--- src/hdl/ddrsq_pkg.sv ---
// constants, carriers and state codes shared by the memory power sequencer
package ddrsq_pkg;

  // register port
  localparam int unsigned ADDR_W = 4;
  localparam int unsigned DATA_W = 32;
  localparam logic [ADDR_W-1:0] REG_STATUS = 4'h0;
  localparam logic [ADDR_W-1:0] REG_MASK = 4'h4;
  localparam logic [ADDR_W-1:0] REG_STATE = 4'h8;
  localparam logic [ADDR_W-1:0] REG_CTRL = 4'hC;

  // event bits of the status and mask registers
  localparam int unsigned EVT_W = 7;
  localparam int unsigned EVT_FAULT = 0;
  localparam int unsigned EVT_SHUT = 1;
  localparam int unsigned EVT_SUSPEND = 2;
  localparam int unsigned EVT_PGOOD = 3;
  localparam int unsigned EVT_OT_STANDBY = 4;
  localparam int unsigned EVT_OT_SOURCE = 5;
  localparam int unsigned EVT_OT_SINK = 6;
  localparam logic [EVT_W-1:0] MASK_RST = 7'h00;

  // state register layout
  localparam int unsigned STATE_CODE_LSB = 0;
  localparam int unsigned STATE_PGOOD_BIT = 4;
  localparam int unsigned STATE_FIRST_BIT = 5;
  localparam int unsigned STATE_RAILS_LSB = 8;

  // control register: soft-start duty steps once every ramp_step + 1 cycles
  localparam int unsigned RAMP_W = 8;
  localparam logic [RAMP_W-1:0] RAMP_STEP_RST = 8'h10;

  // synchroniser depth for the sleep inputs
  localparam int unsigned SYNC_STAGES = 3;

  typedef enum logic [2:0] {
    S_OFF,
    S_RUN,
    S_S3,
    S_EXIT,
    S_SHUT,
    S_FAULT
  } ddrsq_state_t;

  // comparator flags, already synchronous and debounced
  typedef struct packed {
    logic logic_supply_5v_ok;
    logic gate_supply_12v_ok;
    logic ss_above_0v3;
    logic ss_above_0v8;
    logic ss_above_1v0;
    logic ss_above_1v25;
    logic rail_feedback_low;
    logic ot_standby;
    logic ot_tt_source;
    logic ot_tt_sink;
    logic pwm_on;
  } ddrsq_cmp_t;

  // rail enables
  typedef struct packed {
    logic switcher_en;
    logic standby_memory_rail_en;
    logic tt_source_en;
    logic tt_sink_en;
    logic tt_hiz;
  } ddrsq_rails_t;

endpackage : ddrsq_pkg

--- src/hdl/ddrsq_sequencer.sv ---
// sleep-state sequencing and protection logic of the memory power controller
// What this block does
// [RULE1] In suspend the memory rail is fed from the standby supply able to give 650 mA.
// [RULE2] The termination rail is high impedance for the whole suspend state.
// [RULE3] When suspend input returns high the switcher restarts and takes the rail back.
// [RULE4] With both sleep inputs low every supply, standby and termination included, is off.
// [RULE5] After full shutdown the block stays off until soft-start drops below 0.3V and rises.
// [RULE6] The switcher starts asynchronous, high-side gate only, once soft-start exceeds 0.3V.
// [RULE7] The soft-start node may rise only when both 5 V and 12 V supplies pass lockout.
// [RULE8] Permitted duty ramps with soft-start and is at maximum from 0.8V.
// [RULE9] The low-side gate runs only from 1.25V soft-start, ending asynchronous mode.
// [RULE10] The first power-up always passes through the active state on the switcher.
// [RULE11] Leaving suspend keeps standby on until soft-start reaches 1V, then power good rises.
// [RULE12] The chipset holds both sleep inputs at defined levels before power is applied.
// [RULE13] The low-side gate stops as soon as suspend input falls.
// [RULE14] Feedback at 75% of nominal latches both gates and all regulators off.
// [RULE15] The feedback fault latch clears only on supply cycling or a soft-start pull-low.
// [RULE16] Three thermal trips each disable only their own regulator while hot.
// [RULE17] Analog thresholds arrive as synchronous debounced comparator flags.
`timescale 1ns/1ps
`default_nettype none

module ddrsq_sequencer
  import ddrsq_pkg::*;
#(
  parameter int unsigned DUTY_W = 6
) (
  // clock and reset
  input wire logic core_clk_i,
  input wire logic reset_i,
  // sleep inputs from the chipset, asynchronous
  input wire logic suspend_sleep_in_i,
  input wire logic softoff_sleep_in_i,
  // analog comparator flags
  input wire ddrsq_cmp_t cmp_i,
  // gate drives and rail controls
  output logic high_side_gate_drive_o,
  output logic low_side_gate_drive_o,
  output ddrsq_rails_t rails_o,
  output logic ss_pulldown_o,
  output logic power_good_o,
  output logic [DUTY_W-1:0] duty_limit_o,
  // register port
  input wire logic [ADDR_W-1:0] addr_i,
  input wire logic [DATA_W-1:0] wdata_i,
  input wire logic wr_i,
  input wire logic rd_i,
  output logic [DATA_W-1:0] rdata_o,
  output logic irq_o
);

  typedef struct packed {
    ddrsq_state_t state;
    logic [SYNC_STAGES-1:0] s3_sync;
    logic [SYNC_STAGES-1:0] s5_sync;
    logic s3_ok;
    logic s5_ok;
    logic first_done;
    logic power_good;
    logic [DUTY_W-1:0] duty;
    logic [RAMP_W-1:0] ramp_cnt;
    logic [RAMP_W-1:0] ramp_step;
    logic [DUTY_W-1:0] pwm_cnt;
    logic [EVT_W-1:0] status;
    logic [EVT_W-1:0] mask;
    logic [2:0] ot_prev;
    logic hs;
    logic ls;
    logic ss_pd;
    ddrsq_rails_t rails;
    logic [DATA_W-1:0] rdata;
  } ddrsq_regs_t;

  localparam logic [DUTY_W-1:0] DUTY_MAX = {DUTY_W{1'b1}};

  ddrsq_regs_t r_reg;
  ddrsq_regs_t r_next;
  logic uvlo_ok;
  logic sw_on;
  logic [EVT_W-1:0] evt;
  logic [2:0] ot_now;

  assign uvlo_ok = cmp_i.logic_supply_5v_ok & cmp_i.gate_supply_12v_ok;
  assign ot_now = {cmp_i.ot_tt_sink, cmp_i.ot_tt_source, cmp_i.ot_standby};

  always_comb begin
    r_next = r_reg;
    evt = '0;

    // sleep inputs: the first stage feeds only the second; a level counts once
    // stages two and three agree, which also filters a glitch on the pins
    r_next.s3_sync = {r_reg.s3_sync[SYNC_STAGES-2:0], suspend_sleep_in_i};
    r_next.s5_sync = {r_reg.s5_sync[SYNC_STAGES-2:0], softoff_sleep_in_i};
    if (r_reg.s3_sync[1] == r_reg.s3_sync[2]) begin
      r_next.s3_ok = r_reg.s3_sync[1]; // RULE12
    end
    if (r_reg.s5_sync[1] == r_reg.s5_sync[2]) begin
      r_next.s5_ok = r_reg.s5_sync[1];
    end

    // sleep-state sequencing
    case (r_reg.state)
      S_OFF: begin
        r_next.power_good = 1'b0;
        if (r_next.s3_ok && r_next.s5_ok && uvlo_ok && cmp_i.ss_above_0v3) begin
          r_next.state = S_RUN; // RULE10
          r_next.first_done = 1'b1;
        end else if (r_reg.first_done && !r_next.s3_ok && r_next.s5_ok) begin
          r_next.state = S_S3; // RULE10
        end
      end
      S_RUN: begin
        if (!r_next.s3_ok && !r_next.s5_ok) begin
          r_next.state = S_SHUT; // RULE4
        end else if (!r_next.s3_ok) begin
          r_next.state = S_S3;
        end else if (r_reg.power_good && cmp_i.rail_feedback_low) begin
          r_next.state = S_FAULT; // RULE14
        end else if (!uvlo_ok) begin
          r_next.state = S_OFF;
        end
      end
      S_S3: begin
        if (!r_next.s5_ok) begin
          r_next.state = S_SHUT; // RULE4
        end else if (r_next.s3_ok) begin
          r_next.state = S_EXIT; // RULE3
        end
      end
      S_EXIT: begin
        if (!r_next.s5_ok) begin
          r_next.state = S_SHUT;
        end else if (!r_next.s3_ok) begin
          r_next.state = S_S3;
        end else if (uvlo_ok && cmp_i.ss_above_1v0) begin
          r_next.state = S_RUN; // RULE11
        end
      end
      S_SHUT: begin
        // stays dark until the soft-start node is seen low; a supply drop pulls it low too
        if (!cmp_i.ss_above_0v3) begin
          r_next.state = S_OFF; // RULE5
          r_next.first_done = 1'b0;
        end
      end
      S_FAULT: begin
        if (!cmp_i.ss_above_0v3 || !uvlo_ok) begin
          r_next.state = S_OFF; // RULE15
        end
      end
      default: begin
        r_next.state = S_OFF;
      end
    endcase

    // power good only once the switcher alone carries the rail
    if (r_next.state == S_RUN) begin
      r_next.power_good = cmp_i.ss_above_1v0; // RULE11
    end else begin
      r_next.power_good = 1'b0;
    end

    // soft-start duty ramp; the step is software-set
    if (!cmp_i.ss_above_0v3) begin
      r_next.duty = '0;
      r_next.ramp_cnt = '0;
    end else if (cmp_i.ss_above_0v8) begin
      r_next.duty = DUTY_MAX; // RULE8
    end else if (r_reg.ramp_cnt >= r_reg.ramp_step) begin
      r_next.ramp_cnt = '0;
      if (r_reg.duty != DUTY_MAX) begin
        r_next.duty = r_reg.duty + 1'b1; // RULE8
      end
    end else begin
      r_next.ramp_cnt = r_reg.ramp_cnt + 1'b1;
    end
    r_next.pwm_cnt = r_reg.pwm_cnt + 1'b1;

    // gate drives follow the next state, so a fault or suspend cuts them at once
    sw_on = (r_next.state == S_RUN || r_next.state == S_EXIT) && uvlo_ok && cmp_i.ss_above_0v3;
    r_next.hs = sw_on && cmp_i.pwm_on && (r_reg.pwm_cnt < r_next.duty); // RULE6
    r_next.ls = sw_on && cmp_i.ss_above_1v25 && !r_next.hs && r_next.s3_ok; // RULE9 RULE13

    // rails; each thermal trip gates only its own regulator
    r_next.rails.switcher_en = (r_next.state == S_RUN || r_next.state == S_EXIT);
    r_next.rails.standby_memory_rail_en =
      (r_next.state == S_S3 || r_next.state == S_EXIT) && !cmp_i.ot_standby; // RULE1 RULE11 RULE16
    r_next.rails.tt_source_en = r_next.rails.switcher_en && !cmp_i.ot_tt_source; // RULE16
    r_next.rails.tt_sink_en = r_next.rails.switcher_en && !cmp_i.ot_tt_sink; // RULE16
    r_next.rails.tt_hiz = !r_next.rails.switcher_en; // RULE2 RULE4

    // soft-start held low while either supply is under lockout
    r_next.ss_pd = !uvlo_ok; // RULE7 RULE17

    // events
    evt[EVT_FAULT] = (r_next.state == S_FAULT) && (r_reg.state != S_FAULT);
    evt[EVT_SHUT] = (r_next.state == S_SHUT) && (r_reg.state != S_SHUT);
    evt[EVT_SUSPEND] = (r_next.state == S_S3) && (r_reg.state != S_S3);
    evt[EVT_PGOOD] = r_next.power_good && !r_reg.power_good;
    evt[EVT_OT_SINK:EVT_OT_STANDBY] = ot_now & ~r_reg.ot_prev;
    r_next.ot_prev = ot_now;

    // register port; a read of status clears it, but a new event wins
    r_next.rdata = '0;
    if (rd_i) begin
      case (addr_i)
        REG_STATUS: r_next.rdata[EVT_W-1:0] = r_reg.status;
        REG_MASK: r_next.rdata[EVT_W-1:0] = r_reg.mask;
        REG_STATE: begin
          r_next.rdata[STATE_CODE_LSB +: 3] = r_reg.state;
          r_next.rdata[STATE_PGOOD_BIT] = r_reg.power_good;
          r_next.rdata[STATE_FIRST_BIT] = r_reg.first_done;
          r_next.rdata[STATE_RAILS_LSB +: 5] = r_reg.rails;
        end
        REG_CTRL: r_next.rdata[RAMP_W-1:0] = r_reg.ramp_step;
        default: r_next.rdata = '0;
      endcase
    end
    if (rd_i && addr_i == REG_STATUS) begin
      r_next.status = evt;
    end else begin
      r_next.status = r_reg.status | evt;
    end
    if (wr_i && addr_i == REG_MASK) begin
      r_next.mask = wdata_i[EVT_W-1:0];
    end
    if (wr_i && addr_i == REG_CTRL) begin
      r_next.ramp_step = wdata_i[RAMP_W-1:0];
    end
  end

  always_ff @(posedge core_clk_i or posedge reset_i) begin
    if (reset_i) begin
      r_reg <= '{
        state: S_OFF,
        ramp_step: RAMP_STEP_RST,
        mask: MASK_RST,
        rails: '{tt_hiz: 1'b1, default: 1'b0},
        ss_pd: 1'b1,
        default: '0
      };
    end else begin
      r_reg <= r_next;
    end
  end

  assign high_side_gate_drive_o = r_reg.hs;
  assign low_side_gate_drive_o = r_reg.ls;
  assign rails_o = r_reg.rails;
  assign ss_pulldown_o = r_reg.ss_pd;
  assign power_good_o = r_reg.power_good;
  assign duty_limit_o = r_reg.duty;
  assign rdata_o = r_reg.rdata;
  assign irq_o = |(r_reg.status & r_reg.mask);

  // checks
  property p_standby_in_s3;
    @(posedge core_clk_i) disable iff (reset_i)
    (r_reg.state == S_S3) && !$past(cmp_i.ot_standby) |-> rails_o.standby_memory_rail_en;
  endproperty
  a_standby_in_s3: assert property (p_standby_in_s3) // RULE1
    else $error("standby rail off in suspend");

  property p_hiz_in_s3;
    @(posedge core_clk_i) disable iff (reset_i)
    (r_reg.state == S_S3) |-> rails_o.tt_hiz && !rails_o.tt_source_en && !rails_o.tt_sink_en;
  endproperty
  a_hiz_in_s3: assert property (p_hiz_in_s3) // RULE2
    else $error("termination rail driven in suspend");

  property p_resume;
    @(posedge core_clk_i) disable iff (reset_i)
    (r_reg.state == S_S3) && r_next.s3_ok && r_next.s5_ok |=> (r_reg.state == S_EXIT);
  endproperty
  a_resume: assert property (p_resume) // RULE3
    else $error("suspend exit did not restart the switcher");

  property p_shut_all_off;
    @(posedge core_clk_i) disable iff (reset_i)
    (r_reg.state == S_SHUT) |-> !rails_o.switcher_en && !rails_o.standby_memory_rail_en
      && !rails_o.tt_source_en && !rails_o.tt_sink_en && !high_side_gate_drive_o;
  endproperty
  a_shut_all_off: assert property (p_shut_all_off) // RULE4
    else $error("supply left on in soft-off");

  property p_shut_holds;
    @(posedge core_clk_i) disable iff (reset_i)
    (r_reg.state == S_SHUT) && cmp_i.ss_above_0v3 |=> (r_reg.state == S_SHUT);
  endproperty
  a_shut_holds: assert property (p_shut_holds) // RULE5
    else $error("left shutdown without soft-start pull-low");

  property p_async_start;
    @(posedge core_clk_i) disable iff (reset_i)
    high_side_gate_drive_o |-> $past(cmp_i.ss_above_0v3) && $past(uvlo_ok);
  endproperty
  a_async_start: assert property (p_async_start) // RULE6
    else $error("high-side gate before soft-start threshold");

  property p_ss_hold;
    @(posedge core_clk_i) disable iff (reset_i)
    !uvlo_ok |=> ss_pulldown_o;
  endproperty
  a_ss_hold: assert property (p_ss_hold) // RULE7
    else $error("soft-start released under lockout");

  property p_duty_max;
    @(posedge core_clk_i) disable iff (reset_i)
    cmp_i.ss_above_0v3 && cmp_i.ss_above_0v8 |=> (duty_limit_o == DUTY_MAX);
  endproperty
  a_duty_max: assert property (p_duty_max) // RULE8
    else $error("duty not at maximum above 0.8V");

  property p_duty_ramp;
    @(posedge core_clk_i) disable iff (reset_i)
    cmp_i.ss_above_0v3 && !cmp_i.ss_above_0v8 && (duty_limit_o != DUTY_MAX)
      |=> (duty_limit_o == $past(duty_limit_o)) || (duty_limit_o == $past(duty_limit_o) + 1'b1);
  endproperty
  a_duty_ramp: assert property (p_duty_ramp) // RULE8
    else $error("duty stepped by more than one");

  property p_sync_gate;
    @(posedge core_clk_i) disable iff (reset_i)
    low_side_gate_drive_o |-> $past(cmp_i.ss_above_1v25) && !high_side_gate_drive_o;
  endproperty
  a_sync_gate: assert property (p_sync_gate) // RULE9
    else $error("low-side gate below 1.25V");

  property p_first_s0;
    @(posedge core_clk_i) disable iff (reset_i)
    (r_reg.state == S_S3) |-> r_reg.first_done;
  endproperty
  a_first_s0: assert property (p_first_s0) // RULE10
    else $error("suspend before first active pass");

  property p_pgood;
    @(posedge core_clk_i) disable iff (reset_i)
    $rose(power_good_o) |-> $past(cmp_i.ss_above_1v0) && (r_reg.state == S_RUN);
  endproperty
  a_pgood: assert property (p_pgood) // RULE11
    else $error("power good before 1V");

  property p_bg_stop;
    @(posedge core_clk_i) disable iff (reset_i)
    $fell(r_reg.s3_ok) |-> !low_side_gate_drive_o;
  endproperty
  a_bg_stop: assert property (p_bg_stop) // RULE13
    else $error("low-side gate still switching in suspend");

  property p_fault_off;
    @(posedge core_clk_i) disable iff (reset_i)
    (r_reg.state == S_FAULT) |-> !high_side_gate_drive_o && !low_side_gate_drive_o
      && !rails_o.switcher_en && !rails_o.standby_memory_rail_en;
  endproperty
  a_fault_off: assert property (p_fault_off) // RULE14
    else $error("drive on while latched off");

  property p_fault_latch;
    @(posedge core_clk_i) disable iff (reset_i)
    (r_reg.state == S_FAULT) && cmp_i.ss_above_0v3 && uvlo_ok |=> (r_reg.state == S_FAULT);
  endproperty
  a_fault_latch: assert property (p_fault_latch) // RULE15
    else $error("fault latch cleared without restart");

  property p_ot_sink;
    @(posedge core_clk_i) disable iff (reset_i)
    cmp_i.ot_tt_sink |=> !rails_o.tt_sink_en;
  endproperty
  a_ot_sink: assert property (p_ot_sink) // RULE16
    else $error("sink regulator on while hot");

endmodule : ddrsq_sequencer

`default_nettype wire

--- config.mk ---
export PLATFORM = sky130hd
export DESIGN_NAME = ddrsq_sequencer
export DESIGN_NICKNAME = d
export VERILOG_FILES = /design/src/hdl/ddrsq_pkg.sv /design/src/hdl/ddrsq_sequencer.sv
export SDC_FILE = /design/constraint.sdc
export NUM_CORES = 1
export LEC_CHECK = 0
export BUFFER_PORTS_ARGS = -buffer_cell sky130_fd_sc_hd__buf_2
export CORE_MARGIN = 3
export CORE_UTILIZATION = 32
export DETAILED_ROUTE_END_ITERATION = 10
export GPL_TIMING_DRIVEN = 0
export PLACE_DENSITY = 0.59
export SKIP_LAST_GASP = 1
export SYNTH_ARGS = -nofsm -noshare
export SYNTH_HDL_FRONTEND = slang
export SYNTH_SLANG_ARGS = --single-unit
--- constraint.sdc ---
create_clock -name core_clk_i -period 7.17 [get_ports core_clk_i]
set_input_delay 0.3585 -clock core_clk_i [delete_from_list [all_inputs] [get_ports core_clk_i]]
set_output_delay 0.3585 -clock core_clk_i [all_outputs]
set_load 0.02 [all_outputs]
* After elaboration in Yosys (flattened, before gate mapping)
Cells that the tools add are included.
Operators by class: magnitude comparators 2, equality and inequality tests 22, bitwise gates (word level) 5, reductions and logical operators 43, add/sub/neg operators 3, mux-type cells 34
Operators with widths (number):
- 2-to-1 mux 3 bit | 13
- logical AND 1 bit | 25
- 2-to-1 mux 6 bit | 3
- case mux 3 bit (6 select lines) | 1
- 2-to-1 mux 8 bit | 2
- 2-to-1 mux 14 bit | 1
- 2-to-1 mux 13 bit | 1
- adder 6 x 1 -> 6 bit (second input constant) | 2
- equality test 3 x 2 -> 1 bit (second input constant) | 4
- equality test 3 bit (second input constant) | 4
- case mux 3 bit (4 select lines) | 1
- logical NOT 1 bit | 10
- adder 8 x 1 -> 8 bit (second input constant) | 1
- equality test 4 bit (second input constant) | 2
- greater-or-equal comparator 8 bit | 1
- case mux 2 bit (4 select lines) | 1
- bitwise AND 7 bit | 1
- 2-to-1 mux 7 bit | 1
- OR 7 bit | 1
- OR reduction 7 bit | 1
- equality test 3 x 1 -> 1 bit (second input constant) | 2
- < comparator 6 bit | 1
- 2-to-1 mux 1 bit | 6
- inequality test 2 bit (second input constant) | 3
- other kinds (16) | 21
Storage, ports and cells: output and inout port bits 48, register bits after elaboration 98, input bits 53, word-level logic and storage cells 132

* Longest topological paths before layout
depth after elaboration 17, gate-level depth with buffers 14, gate-level depth less buffers 13

* Worst setup path after synthesis
No wires, ideal clock.
path type reg-to-reg, start point reg r_reg[67] in the netlist's numbering, end point reg r_reg (netlist bit low_side_gate_drive_o), clock period less this slack 2927 ps, path buffers 1, library setup time 124 ps, arrival time 2803 ps, data required time 7046 ps, cell stages (with the launch flop) 14, slack 4243 ps, path through dfstp_2 > inv_1 > ha_1 > a21oi_1 > o21a_1 > clkbuf_1 > a21boi_0 > o311ai_0 > ha_1 > and4_1 > o21ai_0 > nor3_1 > and3_2 > o31a_1
RTL lines:
- start, declared | line ddrsq_sequencer.sv:76 | ddrsq_regs_t r_reg;
- start signal, assigned | line ddrsq_sequencer.sv:234 | r_reg <= '{
- start signal, assigned | line ddrsq_sequencer.sv:243 | r_reg <= r_next;

==> results.yml <==
outcome:
  status: "finished, final reports clean"
cts:
  cts_resized: 0
  cts_tree: "yes"
  cts_buffers: 9
  cts_sinks: 79
  root_buffer: "clkbuf_16"
  hold_buffers: 0
  clk_pin_slew_worst_paths_ps: 60
  htreeDepth: 3
  clock_latency_ps: 340
  cts_setup_buffers: 0
  clock_path_buffers: 2
logic_synthesis:
  synth_compound_area_share_pct: 14.0
  yosysTopAreaCell: "dfrtp_1"
  synth_edf_count: 0
  synth_adder_area_share_pct: 5.11
  synth_area_leaders: "dfrtp_1 (46%), buf_4 (8.0%), ha_1 (4.8%), nand2_1 (3.1%), mux2_2 (3.0%)"
  yosys_register_bits: 79
  postSynthAreaPerCell_sq_um: 10.7
  yosys.area_share.xor_xnor_pct: 1.48
  synth-simple-area-share_pct: 14.7
  postSynthCellCount: 386
  synth_ff_type: "dfrtp_1"
  synth_mux_area_share_pct: 5.71
  synth_area_sq_mm: 0.00414
  ys_seq_area_share_pct: 47.8
  synth_top_family_by_area: "simple AND/OR/NAND/NOR gates"
  async_flop_share_pct: 100
  synth_top_area_share_pct: 45.9
  ys.warnings.count: 0
  ys_types: 67
cells_and_area:
  fillers: 1241
  n_antenna_cell: 0
  nets: 542
  regArea_sq_mm: 0.00198
  finish.utilization_pct: 40.9
  drive_above_1_share_pct: 33.7
  area_delta_synth_final_pct: 21.7
  largest_reg_flops: 47
  fin_cells: 646
  layout_commonest_cell: "dfrtp_1"
  mostFrequentLayoutCells: "dfrtp_1 (76), buf_2 (60), buf_4 (44)"
  fin_area_sq_mm: 0.00504
  multi_input_area_sq_mm: 0.00177
route:
  route.detailed.drc: 0
  drtPass1Iterations: 4
  vias_per_cell: 4.75
  dr_wl_met3_microns: 520
  wl_met2_mm: 4.32
  drt_iter0_markers: 141
  routed_wl_mm: 9.05
  routed.top_layer: "met4"
  wire_per_inst_microns: 14.0
  drt-met1-wl_mm: 4.14
  vias: 3066
  drtAntennaViolNets: 0
worst_setup_path:
  path_class: "flop to flop"
  endpoint_kind: "flop"
  regToRegSetupSlack_ps: 3780
  start_kind: "flop"
  crit-reg2reg-launch: "r_reg[67]$_DFFE_PP1P_"
  r2r_end: "low_side_gate_drive_o$_DFF_PP0_"
  worstPathArrival_ps: 3610
  worstPathRequired_ps: 7400
  cp_max_fo: 10
  reg2reg_depth: 13
floorplanning:
  io-pin-count: 101
  num_rows: 40
  die-area_sq_mm: 0.0143
  start_util_pct: 33.6
  die_x_microns: 120
  core-area_sq_mm: 0.0123
  dieHeight_microns: 120
sta:
  fmaxAchievable_ghz: 0.295
  fin_crit_sh_pct: 47.2
  min_period_ps: 3390
  setup_slack_ps: 3780
  finalHoldViolCount: 0
  drv_slew: 0
  fin_skew_ps: 6.08
  worstMarginPinSlew_ps: 622
  grt_setup_unrepaired: "false"
  finalSetupTns_ps: 0
  relSlewSlack_pct: 58.5
  setup_viol: 0
global_route:
  grt_overflow: 0
  grt_pass1_wl_mm: 15.5
  first_global_vias: 3017
  antenna_found_initial: 0
  grt_max_degree: 49
  grt_use_total_pct: 13.6
worst_hold_path:
  hold_class: "input pin to asynchronous set/reset pin"
placed_design:
  gp_congestion: 0.853
  placedInstanceArea_sq_mm: 0.00473
  portBuffers: 57
  dpl.cell_count: 630
  hpwl_mm: 6.93
  pre_cts_ws_ps: 3800
power_and_ir_drop:
  leakage_nw: 2.50
  irDropWorstVdd_mv: 0.0894
  powerDensity_mw_per_mm2: 242
flow_run:
  maxCapViolations: 0
==> power by group <==
part	switching [mW]	internal, mW	total (mW)
Combinational	0.116	0.0992	0.216
Sequential	0.0404	0.495	0.535
Clock	0.187	0.282	0.469
==> cells in the mapped netlist, types with 4 or more instances <==
cell type	number
dfrtp_1	76
buf_4	44
nand2_1	34
inv_1	21
ha_1	16
nor2_1	16
o21ai_0	14
a21oi_1	11
and3_1	11
mux2_2	11
nand3_1	10
nor3_1	8
and2_1	7
clkbuf_1	7
o211ai_1	6
mux4_2	5
a21boi_0	4
a22oi_1	4
xor2_1	4
==> critical path, cell delays in order, from the launching register on <==
cell	delay, ps
dfstp_2	540
inv_1	60
ha_1	180
a21oi_1	190
o21a_1	180
clkbuf_1	350
a21boi_0	210
o311ai_0	370
ha_1	300
and4_1	150
o21ai_0	160
nor3_1	80
and3_2	230
o31a_1	270
==> kinds of logic after synthesis <==
kind of cell | after synthesis
other cells | 1
xor+xnor | 7
flops | 79
simple gates | 112
mux | 16
buf+inv | 77
compound gates | 77
fa+ha+maj | 17
==> per-layer routing <==
| metal | up-vias | global-route usage, % |
|---|---|---|
| met5 | - | 0 |
| met1 | 1486 | 17.6 |
| met3 | 6 | 4.48 |
| met2 | 84 | 22.0 |
| li1 | 1490 | - |
| met4 | 0 | 3.29 |
==> per-stage QoR <==
stage / hold slack [ps] / total power, mW
after detailed placement: 336 / 0.761
after global routing: 60.9 / 1.29
after CTS: 41.2 / 1.23
final: 28.3 / 1.22
after floorplan: 331 / 0.692
after global placement: 337 / 0.750
==> cell type report <==
| cell class | instances | share of cell area, % |
|---|---|---|
| flip-flops and latches | 79 | 39.3 |
| multi-input cells | 248 | 35.1 |
| plain buffers | 54 | 7.37 |
| repair buffers | 58 | 6.21 |
| clock buffers | 11 | 4.82 |
| well taps | 168 | 4.17 |
| inverters | 23 | 1.76 |
| clock inverters | 5 | 1.27 |
==> worst max-delay path by stage <==
stage                                      end                  start  slack (ps)
2_1_floorplan  low_side_gate_drive_o$_DFF_PP0_  r_reg[67]$_DFFE_PP1P_        4240
3_3_place_gp   low_side_gate_drive_o$_DFF_PP0_  r_reg[67]$_DFFE_PP1P_        3820
3_5_place_dp   low_side_gate_drive_o$_DFF_PP0_  r_reg[67]$_DFFE_PP1P_        3800
4_1_cts        low_side_gate_drive_o$_DFF_PP0_  r_reg[68]$_DFFE_PP0P_        3780
5_1_grt        low_side_gate_drive_o$_DFF_PP0_  r_reg[67]$_DFFE_PP1P_        3430
6_report       low_side_gate_drive_o$_DFF_PP0_  r_reg[67]$_DFFE_PP1P_        3780
Note: power is estimated with default switching activity, not from simulation.
